`src/rtl/rx_cfg_pkg.sv`:
```
// Shared constants for the receive decoder and demodulator configuration bank
package rx_cfg_pkg;
   // Bus geometry
   localparam int ADDR_W = 8;
   localparam int DATA_W = 32;
   localparam int REG_W = 8;
   // Printed register offsets kept as indices; byte address is four times the index
   localparam logic [ADDR_W-1:0] DEC_THR_IDX = 8'h18;
   localparam logic [ADDR_W-1:0] DEMOD_IDX = 8'h19;
   localparam logic [ADDR_W-1:0] DEC_THR_ADDR = 8'h60;
   localparam logic [ADDR_W-1:0] DEMOD_ADDR = 8'h64;
   // Values after reset
   localparam logic [REG_W-1:0] DEC_THR_RST = 8'h84;
   localparam logic [REG_W-1:0] DEMOD_RST = 8'h4D;
   // Writable bits of the threshold register; bit 3 stays zero
   localparam logic [REG_W-1:0] DEC_THR_MASK = 8'hF7;
   // Field positions
   localparam int MIN_LVL_LSB = 4;
   localparam int MIN_LVL_W = 4;
   localparam int COLL_LSB = 0;
   localparam int COLL_W = 3;
   localparam int CH_USE_LSB = 6;
   localparam int CH_USE_W = 2;
   localparam int FIX_SEL_BIT = 5;
   // Width of the half-bit amplitude and channel amplitude samples
   localparam int AMP_W = 8;
   // Collision threshold is in eighths of the stronger half-bit
   localparam int COLL_SCALE_SH = 3;
   // Channel-use encodings
   typedef enum logic [1:0] {
      CH_STRONGEST = 2'b00,
      CH_FROZEN = 2'b01,
      CH_RSVD_A = 2'b10,
      CH_RSVD_B = 2'b11
   } ch_use_e;
endpackage

```
`src/rtl/channel_pick.sv`:
```
// I/Q channel choice for the demodulator, per the channel-use settings
`timescale 1ns/1ns
module channel_pick
(
   input wire logic ref_clk,
   input wire logic resetn,
   input wire logic [rx_cfg_pkg::AMP_W-1:0] iAmplitude,
   input wire logic [rx_cfg_pkg::AMP_W-1:0] qAmplitude,
   input wire logic [rx_cfg_pkg::CH_USE_W-1:0] iqChannelUse,
   input wire logic fixedChannelSelect,
   input wire logic exchangeActive,
   output logic useQChannel
);
   import rx_cfg_pkg::*;
   logic useQ_q;
   logic useQ_d;
   logic activeSeen_q;
   logic strongerIsQ;
   logic exchangeStart;

   // Ties go to I so the choice never flickers on equal amplitudes
   assign strongerIsQ = qAmplitude > iAmplitude;
   assign exchangeStart = exchangeActive && !activeSeen_q;

   // Fixed channel overrides every automatic mode
   always_comb begin
      useQ_d = useQ_q;
      if (fixedChannelSelect) begin
         useQ_d = iqChannelUse[0];
      end else begin
         unique case (ch_use_e'(iqChannelUse))
            CH_STRONGEST: useQ_d = strongerIsQ;
            CH_FROZEN: useQ_d = (exchangeActive && !exchangeStart) ? useQ_q : strongerIsQ;
            CH_RSVD_A: useQ_d = useQ_q; // Reserved codes hold the last choice
            CH_RSVD_B: useQ_d = useQ_q;
         endcase
      end
   end

   // Choice and exchange edge tracking
   always_ff @(posedge ref_clk or negedge resetn) begin
      if (!resetn) begin
         useQ_q <= 1'b0;
         activeSeen_q <= 1'b0;
      end else begin
         useQ_q <= useQ_d;
         activeSeen_q <= exchangeActive;
      end
   end

   assign useQChannel = useQ_q;
endmodule

```
`src/rtl/receiver_decoder_config_regs.sv`:
```
// Decoder threshold and demodulator settings registers with the logic they steer
//
// Added by the designer: register access over APB.
`timescale 1ns/1ns
module receiver_decoder_config_regs
(
   input wire logic ref_clk,
   input wire logic resetn,
   input wire logic psel,
   input wire logic penable,
   input wire logic pwrite,
   input wire logic [rx_cfg_pkg::ADDR_W-1:0] paddr,
   input wire logic [rx_cfg_pkg::DATA_W-1:0] pwdata,
   input wire logic [3:0] pstrb,
   output logic [rx_cfg_pkg::DATA_W-1:0] prdata,
   output logic pready,
   output logic pslverr,
   input wire logic sampleValid,
   input wire logic [rx_cfg_pkg::MIN_LVL_W-1:0] signalStrength,
   input wire logic halfBitValid,
   input wire logic [rx_cfg_pkg::AMP_W-1:0] firstHalfAmp,
   input wire logic [rx_cfg_pkg::AMP_W-1:0] secondHalfAmp,
   input wire logic [rx_cfg_pkg::AMP_W-1:0] iAmplitude,
   input wire logic [rx_cfg_pkg::AMP_W-1:0] qAmplitude,
   input wire logic exchangeActive,
   output logic sampleAccepted,
   output logic bitCollision,
   output logic useQChannel
);
   import rx_cfg_pkg::*;
   // Register state
   logic [REG_W-1:0] decoderThreshold_q;
   logic [REG_W-1:0] decoderThreshold_d;
   logic [REG_W-1:0] demodulatorSettings_q;
   logic [REG_W-1:0] demodulatorSettings_d;
   logic [DATA_W-1:0] prdata_q;
   logic [DATA_W-1:0] prdata_d;
   logic sampleAccepted_q;
   logic bitCollision_q;

   // Bus decode
   logic setupPhase;
   logic accessPhase;
   logic hitThreshold;
   logic hitDemod;
   logic hitAny;
   logic wrThreshold;
   logic wrDemod;
   logic lane0;

   // Field views
   logic [MIN_LVL_W-1:0] minSignalLevel;
   logic [COLL_W-1:0] collisionThreshold;
   logic [CH_USE_W-1:0] iqChannelUse;
   logic fixedChannelSelect;

   // Decoder arithmetic
   logic [AMP_W-1:0] weakHalf;
   logic [AMP_W-1:0] strongHalf;
   logic [AMP_W+COLL_SCALE_SH-1:0] weakScaled;
   logic [AMP_W+COLL_SCALE_SH-1:0] strongScaled;
   logic levelOk;
   logic collisionHit;

   // Larger of two amplitudes, used to pick the stronger half-bit; pickMin gives the weaker
   function automatic logic [AMP_W-1:0] pickMax(input logic [AMP_W-1:0] a,
                                                input logic [AMP_W-1:0] b);
      pickMax = (a > b) ? a : b;
   endfunction

   function automatic logic [AMP_W-1:0] pickMin(input logic [AMP_W-1:0] a,
                                                input logic [AMP_W-1:0] b);
      pickMin = (a > b) ? b : a;
   endfunction

   // APB phase and address decode; only word-aligned byte addresses hit
   assign setupPhase = psel && !penable;
   assign accessPhase = psel && penable;
   assign hitThreshold = (paddr == DEC_THR_ADDR);
   assign hitDemod = (paddr == DEMOD_ADDR);
   assign hitAny = hitThreshold || hitDemod;
   assign lane0 = pstrb[0];
   assign wrThreshold = accessPhase && pwrite && hitThreshold && lane0;
   assign wrDemod = accessPhase && pwrite && hitDemod && lane0;

   // Zero wait states; read data was latched in the setup cycle
   assign pready = accessPhase;
   assign pslverr = accessPhase && !hitAny;
   assign prdata = prdata_q;

   // Next register values; threshold bit 3 forced low so it can never steer anything
   assign decoderThreshold_d = wrThreshold ? (pwdata[REG_W-1:0] & DEC_THR_MASK)
                                           : decoderThreshold_q;
   assign demodulatorSettings_d = wrDemod ? pwdata[REG_W-1:0] : demodulatorSettings_q;

   // Read data capture; unmapped reads return zero together with the error
   always_comb begin
      prdata_d = prdata_q;
      if (setupPhase && !pwrite) begin
         prdata_d = '0;
         if (hitThreshold) begin
            prdata_d[REG_W-1:0] = decoderThreshold_q;
         end else if (hitDemod) begin
            prdata_d[REG_W-1:0] = demodulatorSettings_q;
         end
      end
   end

   // Register file
   always_ff @(posedge ref_clk or negedge resetn) begin
      if (!resetn) begin
         decoderThreshold_q <= DEC_THR_RST;
         demodulatorSettings_q <= DEMOD_RST;
         prdata_q <= '0;
      end else begin
         decoderThreshold_q <= decoderThreshold_d;
         demodulatorSettings_q <= demodulatorSettings_d;
         prdata_q <= prdata_d;
      end
   end

   // Field extraction
   assign minSignalLevel = decoderThreshold_q[MIN_LVL_LSB +: MIN_LVL_W];
   assign collisionThreshold = decoderThreshold_q[COLL_LSB +: COLL_W];
   assign iqChannelUse = demodulatorSettings_q[CH_USE_LSB +: CH_USE_W];
   assign fixedChannelSelect = demodulatorSettings_q[FIX_SEL_BIT];

   // Level gate: samples below the minimum are not accepted; collision is judged regardless of level
   assign levelOk = sampleValid && (signalStrength >= minSignalLevel);

   // Collision: weak * 8 reaches strong * threshold, both in eighths
   assign weakHalf = pickMin(firstHalfAmp, secondHalfAmp);
   assign strongHalf = pickMax(firstHalfAmp, secondHalfAmp);
   assign weakScaled = {weakHalf, {COLL_SCALE_SH{1'b0}}};
   assign strongScaled = {{COLL_SCALE_SH{1'b0}}, strongHalf}
                         * {{AMP_W{1'b0}}, collisionThreshold}; // Widened first, cannot wrap
   assign collisionHit = halfBitValid && (weakScaled >= strongScaled);

   // Decoder verdicts are registered, one cycle after their inputs
   always_ff @(posedge ref_clk or negedge resetn) begin
      if (!resetn) begin
         sampleAccepted_q <= 1'b0;
         bitCollision_q <= 1'b0;
      end else begin
         sampleAccepted_q <= levelOk;
         bitCollision_q <= collisionHit;
      end
   end

   assign sampleAccepted = sampleAccepted_q;
   assign bitCollision = bitCollision_q;

   // Channel choice lives in its own module to keep the mode logic together
   channel_pick pick (
      .ref_clk(ref_clk),
      .resetn(resetn),
      .iAmplitude(iAmplitude),
      .qAmplitude(qAmplitude),
      .iqChannelUse(iqChannelUse),
      .fixedChannelSelect(fixedChannelSelect),
      .exchangeActive(exchangeActive),
      .useQChannel(useQChannel)
   );

   // Register checks: values after reset, writes, and no change on any other cycle
   AST_RESET_VALUES: assert property (@(posedge ref_clk)
      $rose(resetn) |-> (decoderThreshold_q == 8'h84 && demodulatorSettings_q == 8'h4D
         && prdata == 32'h0000_0000 && !sampleAccepted && !bitCollision && !useQChannel))
      else $error("state after reset wrong");

   AST_THR_WRITE: assert property (@(posedge ref_clk) disable iff (!resetn)
      wrThreshold |=> decoderThreshold_q == ($past(pwdata[REG_W-1:0]) & 8'hF7))
      else $error("threshold register did not take the write");

   AST_DEMOD_WRITE: assert property (@(posedge ref_clk) disable iff (!resetn)
      wrDemod |=> demodulatorSettings_q == $past(pwdata[REG_W-1:0]))
      else $error("demodulator register did not take the write");

   AST_THR_HOLD: assert property (@(posedge ref_clk) disable iff (!resetn)
      !wrThreshold |=> $stable(decoderThreshold_q))
      else $error("threshold register changed without a write");

   AST_DEMOD_HOLD: assert property (@(posedge ref_clk) disable iff (!resetn)
      !wrDemod |=> $stable(demodulatorSettings_q))
      else $error("demodulator register changed without a write");

   AST_THR_BIT3: assert property (@(posedge ref_clk) disable iff (!resetn)
      !decoderThreshold_q[3])
      else $error("reserved threshold bit stored as one");

   AST_THR_RSVD: assert property (@(posedge ref_clk) disable iff (!resetn)
      (setupPhase && !pwrite && hitThreshold) |=> prdata_q[3] == 1'b0)
      else $error("reserved threshold bit read back as one");

   AST_STRB_OFF: assert property (@(posedge ref_clk) disable iff (!resetn)
      (accessPhase && pwrite && !pstrb[0]) |=> ($stable(decoderThreshold_q)
         && $stable(demodulatorSettings_q)))
      else $error("write with low lane strobe changed a register");

   // Bus checks: zero wait states, error only for unmapped addresses
   AST_READY: assert property (@(posedge ref_clk) disable iff (!resetn)
      accessPhase |-> pready)
      else $error("access cycle without ready");

   AST_IDLE_QUIET: assert property (@(posedge ref_clk) disable iff (!resetn)
      !accessPhase |-> (!pready && !pslverr))
      else $error("ready or error outside an access cycle");

   AST_MAPPED_OK: assert property (@(posedge ref_clk) disable iff (!resetn)
      (accessPhase && hitAny) |-> !pslverr)
      else $error("mapped access refused");

   AST_UNMAPPED: assert property (@(posedge ref_clk) disable iff (!resetn)
      (accessPhase && !hitAny) |-> (pslverr && pready))
      else $error("unmapped access not refused");

   // Read data: loaded at the setup edge, then held through the access cycle
   AST_RD_THR: assert property (@(posedge ref_clk) disable iff (!resetn)
      (setupPhase && !pwrite && hitThreshold) |=> prdata == {24'h0, $past(decoderThreshold_q)})
      else $error("threshold read data wrong");

   AST_RD_DEMOD: assert property (@(posedge ref_clk) disable iff (!resetn)
      (setupPhase && !pwrite && hitDemod) |=> prdata == {24'h0, $past(demodulatorSettings_q)})
      else $error("demodulator read data wrong");

   AST_RD_UNMAPPED: assert property (@(posedge ref_clk) disable iff (!resetn)
      (setupPhase && !pwrite && !hitAny) |=> prdata == 32'h0000_0000)
      else $error("unmapped read returned data");

   AST_RD_UPPER: assert property (@(posedge ref_clk) disable iff (!resetn)
      prdata[DATA_W-1:REG_W] == 24'h00_0000)
      else $error("upper read data bits not zero");

   AST_RD_HOLD: assert property (@(posedge ref_clk) disable iff (!resetn)
      !(setupPhase && !pwrite) |=> $stable(prdata))
      else $error("read data changed outside a read setup");

   // Decoder checks: level gate and collision verdict, one cycle after the input
   AST_ACCEPT: assert property (@(posedge ref_clk) disable iff (!resetn)
      (sampleValid && signalStrength >= decoderThreshold_q[7:4]) |=> sampleAccepted)
      else $error("strong sample not accepted");

   AST_REJECT: assert property (@(posedge ref_clk) disable iff (!resetn)
      (sampleValid && signalStrength < decoderThreshold_q[7:4]) |=> !sampleAccepted)
      else $error("weak sample accepted");

   AST_NO_SAMPLE: assert property (@(posedge ref_clk) disable iff (!resetn)
      !sampleValid |=> !sampleAccepted)
      else $error("accept without a sample");

   AST_COLLISION: assert property (@(posedge ref_clk) disable iff (!resetn)
      halfBitValid |=> bitCollision ==
         ($past(weakHalf) * 8 >= $past(strongHalf) * $past(decoderThreshold_q[2:0])))
      else $error("collision verdict wrong");

   AST_NO_HALF_BIT: assert property (@(posedge ref_clk) disable iff (!resetn)
      !halfBitValid |=> !bitCollision)
      else $error("collision without a half-bit pair");

   AST_COLL_ZERO: assert property (@(posedge ref_clk) disable iff (!resetn)
      (halfBitValid && decoderThreshold_q[2:0] == 3'h0) |=> bitCollision)
      else $error("zero collision threshold did not flag");

   // Channel checks: fixed bit first, then the automatic codes
   AST_FIXED_CH: assert property (@(posedge ref_clk) disable iff (!resetn)
      demodulatorSettings_q[5] |=> useQChannel == $past(demodulatorSettings_q[6]))
      else $error("fixed channel not honoured");

   AST_AUTO_CH: assert property (@(posedge ref_clk) disable iff (!resetn)
      (!demodulatorSettings_q[5] && demodulatorSettings_q[7:6] == 2'b00)
         |=> useQChannel == $past(qAmplitude > iAmplitude))
      else $error("strongest channel not chosen");

   AST_FROZEN_IDLE: assert property (@(posedge ref_clk) disable iff (!resetn)
      (!demodulatorSettings_q[5] && demodulatorSettings_q[7:6] == 2'b01 && !exchangeActive)
         |=> useQChannel == $past(qAmplitude > iAmplitude))
      else $error("channel not tracked between exchanges");

   AST_FROZEN_START: assert property (@(posedge ref_clk) disable iff (!resetn)
      (!demodulatorSettings_q[5] && demodulatorSettings_q[7:6] == 2'b01
         && exchangeActive && !$past(exchangeActive)) |=> useQChannel == $past(qAmplitude > iAmplitude))
      else $error("channel not chosen at exchange start");

   AST_FROZEN_CH: assert property (@(posedge ref_clk) disable iff (!resetn)
      (!demodulatorSettings_q[5] && demodulatorSettings_q[7:6] == 2'b01
         && exchangeActive && $past(exchangeActive)) |=> $stable(useQChannel))
      else $error("frozen channel changed during exchange");

   AST_RSVD_MODE: assert property (@(posedge ref_clk) disable iff (!resetn)
      (!demodulatorSettings_q[5] && demodulatorSettings_q[7]) |=> $stable(useQChannel))
      else $error("reserved channel code changed the choice");

   // Main scenarios reached
   COV_THR_WRITE: cover property (@(posedge ref_clk) disable iff (!resetn) wrThreshold);
   COV_UNMAPPED: cover property (@(posedge ref_clk) disable iff (!resetn) accessPhase && !hitAny);
   COV_COLLISION: cover property (@(posedge ref_clk) disable iff (!resetn) bitCollision);
   COV_FROZEN: cover property (@(posedge ref_clk) disable iff (!resetn)
      (demodulatorSettings_q[7:6] == 2'b01 && exchangeActive) [*3]);
   COV_FIXED_Q: cover property (@(posedge ref_clk) disable iff (!resetn)
      demodulatorSettings_q[5] && useQChannel);
endmodule

```
`config.mk`:
```
export PLATFORM = sky130hd
export DESIGN_NAME = receiver_decoder_config_regs
export DESIGN_NICKNAME = d
export VERILOG_FILES = /design/src/rtl/rx_cfg_pkg.sv /design/src/rtl/channel_pick.sv /design/src/rtl/receiver_decoder_config_regs.sv
export SDC_FILE = /design/constraint.sdc
export NUM_CORES = 1
export LEC_CHECK = 0
export ABC_AREA = 1
export BUFFER_PORTS_ARGS = -buffer_cell sky130_fd_sc_hd__buf_2
export CAP_MARGIN = 20
export CORE_MARGIN = 3
export CORE_UTILIZATION = 45
export CTS_CLUSTER_SIZE = 24
export DETAILED_ROUTE_END_ITERATION = 10
export GPL_ROUTABILITY_DRIVEN = 0
export GPL_TIMING_DRIVEN = 0
export PLACE_DENSITY_LB_ADDON = 0.08
export SLEW_MARGIN = 20
export SYNTH_ARGS = -nofsm -noshare
export SYNTH_HDL_FRONTEND = slang
export SYNTH_SLANG_ARGS = --single-unit
```
`constraint.sdc`:
```
create_clock -name ref_clk -period 5.85 [get_ports ref_clk]
set_clock_uncertainty 0.1 [all_clocks]
set_input_delay 0.2925 -clock ref_clk [delete_from_list [all_inputs] [get_ports ref_clk]]
set_output_delay 0.2925 -clock ref_clk [all_outputs]
set_load 0.02 [all_outputs]
```
==> impl.org <==
** Outcome
- The flow ran to the end, and the final reports show no timing, DRC or antenna violations.

** Route
- Once detail routing completed, the nets flagged for antenna violations numbered 0.
- Detailed routing inserted a total of 2585 vias.
- Routed length per placed instance :: 11.3 µm
- For this block, the initial DRC count from the detailed router was 90.
- The routed design has 6200 µm of wire.
- Total iterations of the first detailed-routing run :: 4
- After detailed routing, the number of vias per cell comes to 4.70.
- For this run, design rule violations remaining after detail routing come to 0.

** Finish
- Final layout net count :: 609
- Area growth from synthesis to final layout :: 20.9%
- Cells with a size suffix above 1 make up 32.0% of the layout.
- The repair_antennas step left the layout with diodes totalling 0.
- For this run, the number of standard cells in the final layout without fillers is 550.

** Global route
- Global routing consumed, over all layers together, 17.4% of the routing resources.
- Entering global routing, the biggest net connects 28 pins.
- Global-route wire length before repair :: 10700 µm
- The via count of the first global-routing pass is 2516.
- The total overflow left after global routing is 0.
- The initial antenna violation count came to 0.

** Clocking
- Longest Clk Path Bufs :: 2
- Clock tree synthesis found a total of 27 sinks.
- Clock slew at reported path FFs :: 0.09 ns
- Post-CTS Repair Setup Buffers :: 0
- Number of levels the H-tree was split into :: 1
- Total CTS buffers :: 3
- The root buffer cell chosen for the clock tree is clkbuf_8.
- TritonCTS clock tree :: yes
- The clock reaches the later pin of the worst-skew pair after 0.27 ns.

** Setup path
- The critical path is of the in -> reg type.
- STA puts the critical path data required time at 5.94 ns.
- In this run the critical register-to-register path is launched from decoderThreshold_q[2]$_DFFE_PN1P_.
- Across all register-to-register paths, the minimum setup slack is 2.11 ns.
- Worst Path Max Fanout :: 10
- Launching element type of the critical path :: input port
- Type of destination of the critical path :: flop
- Crit path arrival time :: 4.46 ns
- For the worst flop-to-flop path, the logic depth is 17.
- The worst register-to-register path ends at bitCollision$_DFF_PN0_.

** Worst hold path
- The tightest min-delay check is of the in -> reg type.
- Worst-case hold path end point :: pick.activeSeen_q$_DFF_PN0_
- Worst hold path cell count :: 1
- Hold path start :: exchangeActive

** Logic synthesis
- EDFF count, synth :: 0
- After synthesis, the largest family of logic cells by area is adder cells.
- Of the total synthesized cell area, the portion taken by XOR and XNOR cells is 1.82%.
- By area the synthesized netlist is led by dfrtp_1 (18%), ha_1 (16%), nand2_1 (9.5%), inv_1 (7.4%), buf_4 (6.5%).
- Synthesized area divided by synthesized cell count :: 7.71 µm²
- The largest total area in the synthesized netlist belongs to dfrtp_1.
- Post-synthesis compound-gate area fraction :: 15.9%
- In this run the biggest area consumer among cell types represents 18.2% of the synthesized area.
- Multiplexer cells account for 0% of the synthesized area.
- Sequential share of the synthesized area :: 23.7%
- Synthesis inferred 27 register bits.
- Summing every instance area after synthesis gives 2880 µm².
- Counting flops with an async set or reset pin after synthesis yields a share of 100%.
- Synthesis produced 374 cells.
- Most common cell in the synthesized netlist :: nand2_1
- For this run, the leading register cell type out of synthesis is dfrtp_1.
- Counting distinct cell types in the post-synthesis netlist gives 38.
- The Yosys step of the flow raised 0 warnings.
- After Yosys synthesis, and, or, nand and nor cells account for 21.2% of the synthesized area.
- After Yosys synthesis, full adders, half adders and majority gates account for 21.3% of the synthesized area.
- List of most frequent post-synthesis cells :: nand2_1 (73), inv_1 (57), ha_1 (38)

** Floorplan
- The region available for standard cell placement spans 6060 µm².
- Floorplan die area :: 7410 µm²
- During I/O placement, the number of pins put on the boundary was 125.
- Placement row count :: 28
- DIE WIDTH :: 86.1 µm
- Floorplan die height :: 86.1 µm
- For this configuration, the core starts out at a cell density of 47.6%.

** Timing
- Measured slew at the worst slew-check pin :: 0.652 ns
- Total negative slack for setup checks :: 0 ns
- The total count of max-transition violations in the final report is 0.
- Dividing the final minimum period by the clock period gives 74.7%.
- The total count of hold-check failures in the final report is 0.
- Headroom to the max-slew limit :: 56.3%
- Top achievable clock speed :: 229 MHz
- Setup violations remaining at the end of the flow were counted as 0.
- Post-layout minimum cycle time :: 4.37 ns
- Setup repair after global routing left no endpoint under its margin.

** Run
- Across the run, the number of max-cap violations was 0.

** Placed design
- In this run the tool buffered the top-level ports with 73 buffer cells.
- DP Cell Count :: 545
- Post-DP HPWL :: 5340 µm

** Pwr
- The analysis attributes to cell leakage a power of 1.93 nW.
- Dividing total power by cell area gives a power density of 137 nW/µm².
- Max VDD drop :: 0.000128 V
==> repair_timing <==
item	4_1_cts	5_1_grt
endpoints found under the hold margin	21	0
gates resized for setup	0	0
hold buffers	1	0
==> layer usage <==
metal | share of wire (%) | wire, µm | global-route usage [%]
met1 | 43 | 2680 | 21.8
met2 | 52 | 3210 | 32.2
met3 | 3.7 | 228 | 1.06
met4 | 1.3 | 81 | 4.46
met5 | 0 | 0 | 0
==> stage by stage <==
stage | hold slack, ns | area [µm²] | setup WS [ns] | total power [mW] | utilization (%)
2_1_floorplan | -0.103 | 2970 | 1.76 | 0.321 | -
3_3_place_gp | 0.235 | 3430 | 1.21 | 0.370 | 56.6
3_5_place_dp | 0.235 | 3430 | 1.17 | 0.375 | 56.6
4_1_cts | 0.0253 | 3490 | 1.44 | 0.483 | 57.5
5_1_grt | 0.0279 | 3490 | 1.05 | 0.513 | 57.5
6_report | 0.0334 | 3490 | 1.48 | 0.477 | 57.5
==> where the power goes <==
part	leakage, nW	total, mW	switching [mW]	internal [mW]
logic	1.57	0.173	0.102	0.0713
registers	0.340	0.199	0.00407	0.195
clock network	0.0255	0.105	0.0575	0.0478
total	1.93	0.477	0.163	0.314
==> final cells by class <==
cell class | instances | area [µm²]
sequential | 27 | 683
tap | 75 | 93.8
timing repair buffer | 74 | 375
clock buffer | 3 | 41.3
inverter | 62 | 234
buffer | 29 | 226
multi-input combinational | 279 | 1830
fill | 611 | 2570
clock inverter | 1 | 5.00
==> placed cells by master (no fill, tap or decap), drive strengths merged <==
cell type / instances
a21boi: 1
a21o: 1
a21oi: 23
a2bb2oi: 4
buf: 102
clkbuf: 3
clkinv: 2
conb: 24
dfrtp: 21
dfstp: 6
dlygate4sd3: 1
fa: 7
ha: 38
inv: 61
nand2: 86
nand3: 8
nand4: 3
nor2: 25
nor3: 5
nor4: 3
o211ai: 1
o21a: 2
o21ai: 35
o21bai: 1
o22ai: 3
o311ai: 1
or2: 2
xnor2: 2
xor2: 4
==> logic make-up after synthesis <==
group,after synthesis
AND/OR/NAND/NOR,132
AO/OA/AOI/OAI,72
other,1
adder cells (fa/ha/maj),45
buffers and inverters,91
flip-flops,27
XOR/XNOR,6
==> worst max path at each step <==
stage | start | end | slack (ns) | cells after the start
global route | secondHalfAmp[5] | bitCollision$_DFF_PN0_ | 1.05 | 27
global placement | firstHalfAmp[7] | bitCollision$_DFF_PN0_ | 1.21 | 25
floorplan | secondHalfAmp[7] | bitCollision$_DFF_PN0_ | 1.76 | 25
CTS | firstHalfAmp[5] | bitCollision$_DFF_PN0_ | 1.44 | 26
detailed placement | firstHalfAmp[5] | bitCollision$_DFF_PN0_ | 1.17 | 26
finish | firstHalfAmp[5] | bitCollision$_DFF_PN0_ | 1.48 | 26
==> registers in the layout, indices dropped and copies added (netlist names) <==
signal	count
bitCollision	1
pick.activeSeen_q	1
sampleAccepted	1
pick.useQChannel	1
decoderThreshold_q	7
demodulatorSettings_q	8
prdata	8
==> critical path, stage by stage <==
cell	delay [ns]
buf_2	0.12
ha_1	0.30
a21oi_1	0.15
nor2_1	0.05
nor2_1	0.13
nand2_2	0.10
nand2_4	0.08
buf_4	0.16
nand2_1	0.06
o21ai_1	0.15
nor2_1	0.10
fa_1	0.51
ha_1	0.17
inv_1	0.05
fa_1	0.40
o21ai_1	0.23
a21oi_1	0.10
o21bai_1	0.20
nand2_1	0.07
nand2_1	0.07
a21oi_1	0.06
ha_1	0.29
nand2_1	0.08
nor4_1	0.27
nand2_1	0.08
a21oi_1	0.17
No activity file was read; power rests on OpenSTA's default activity.
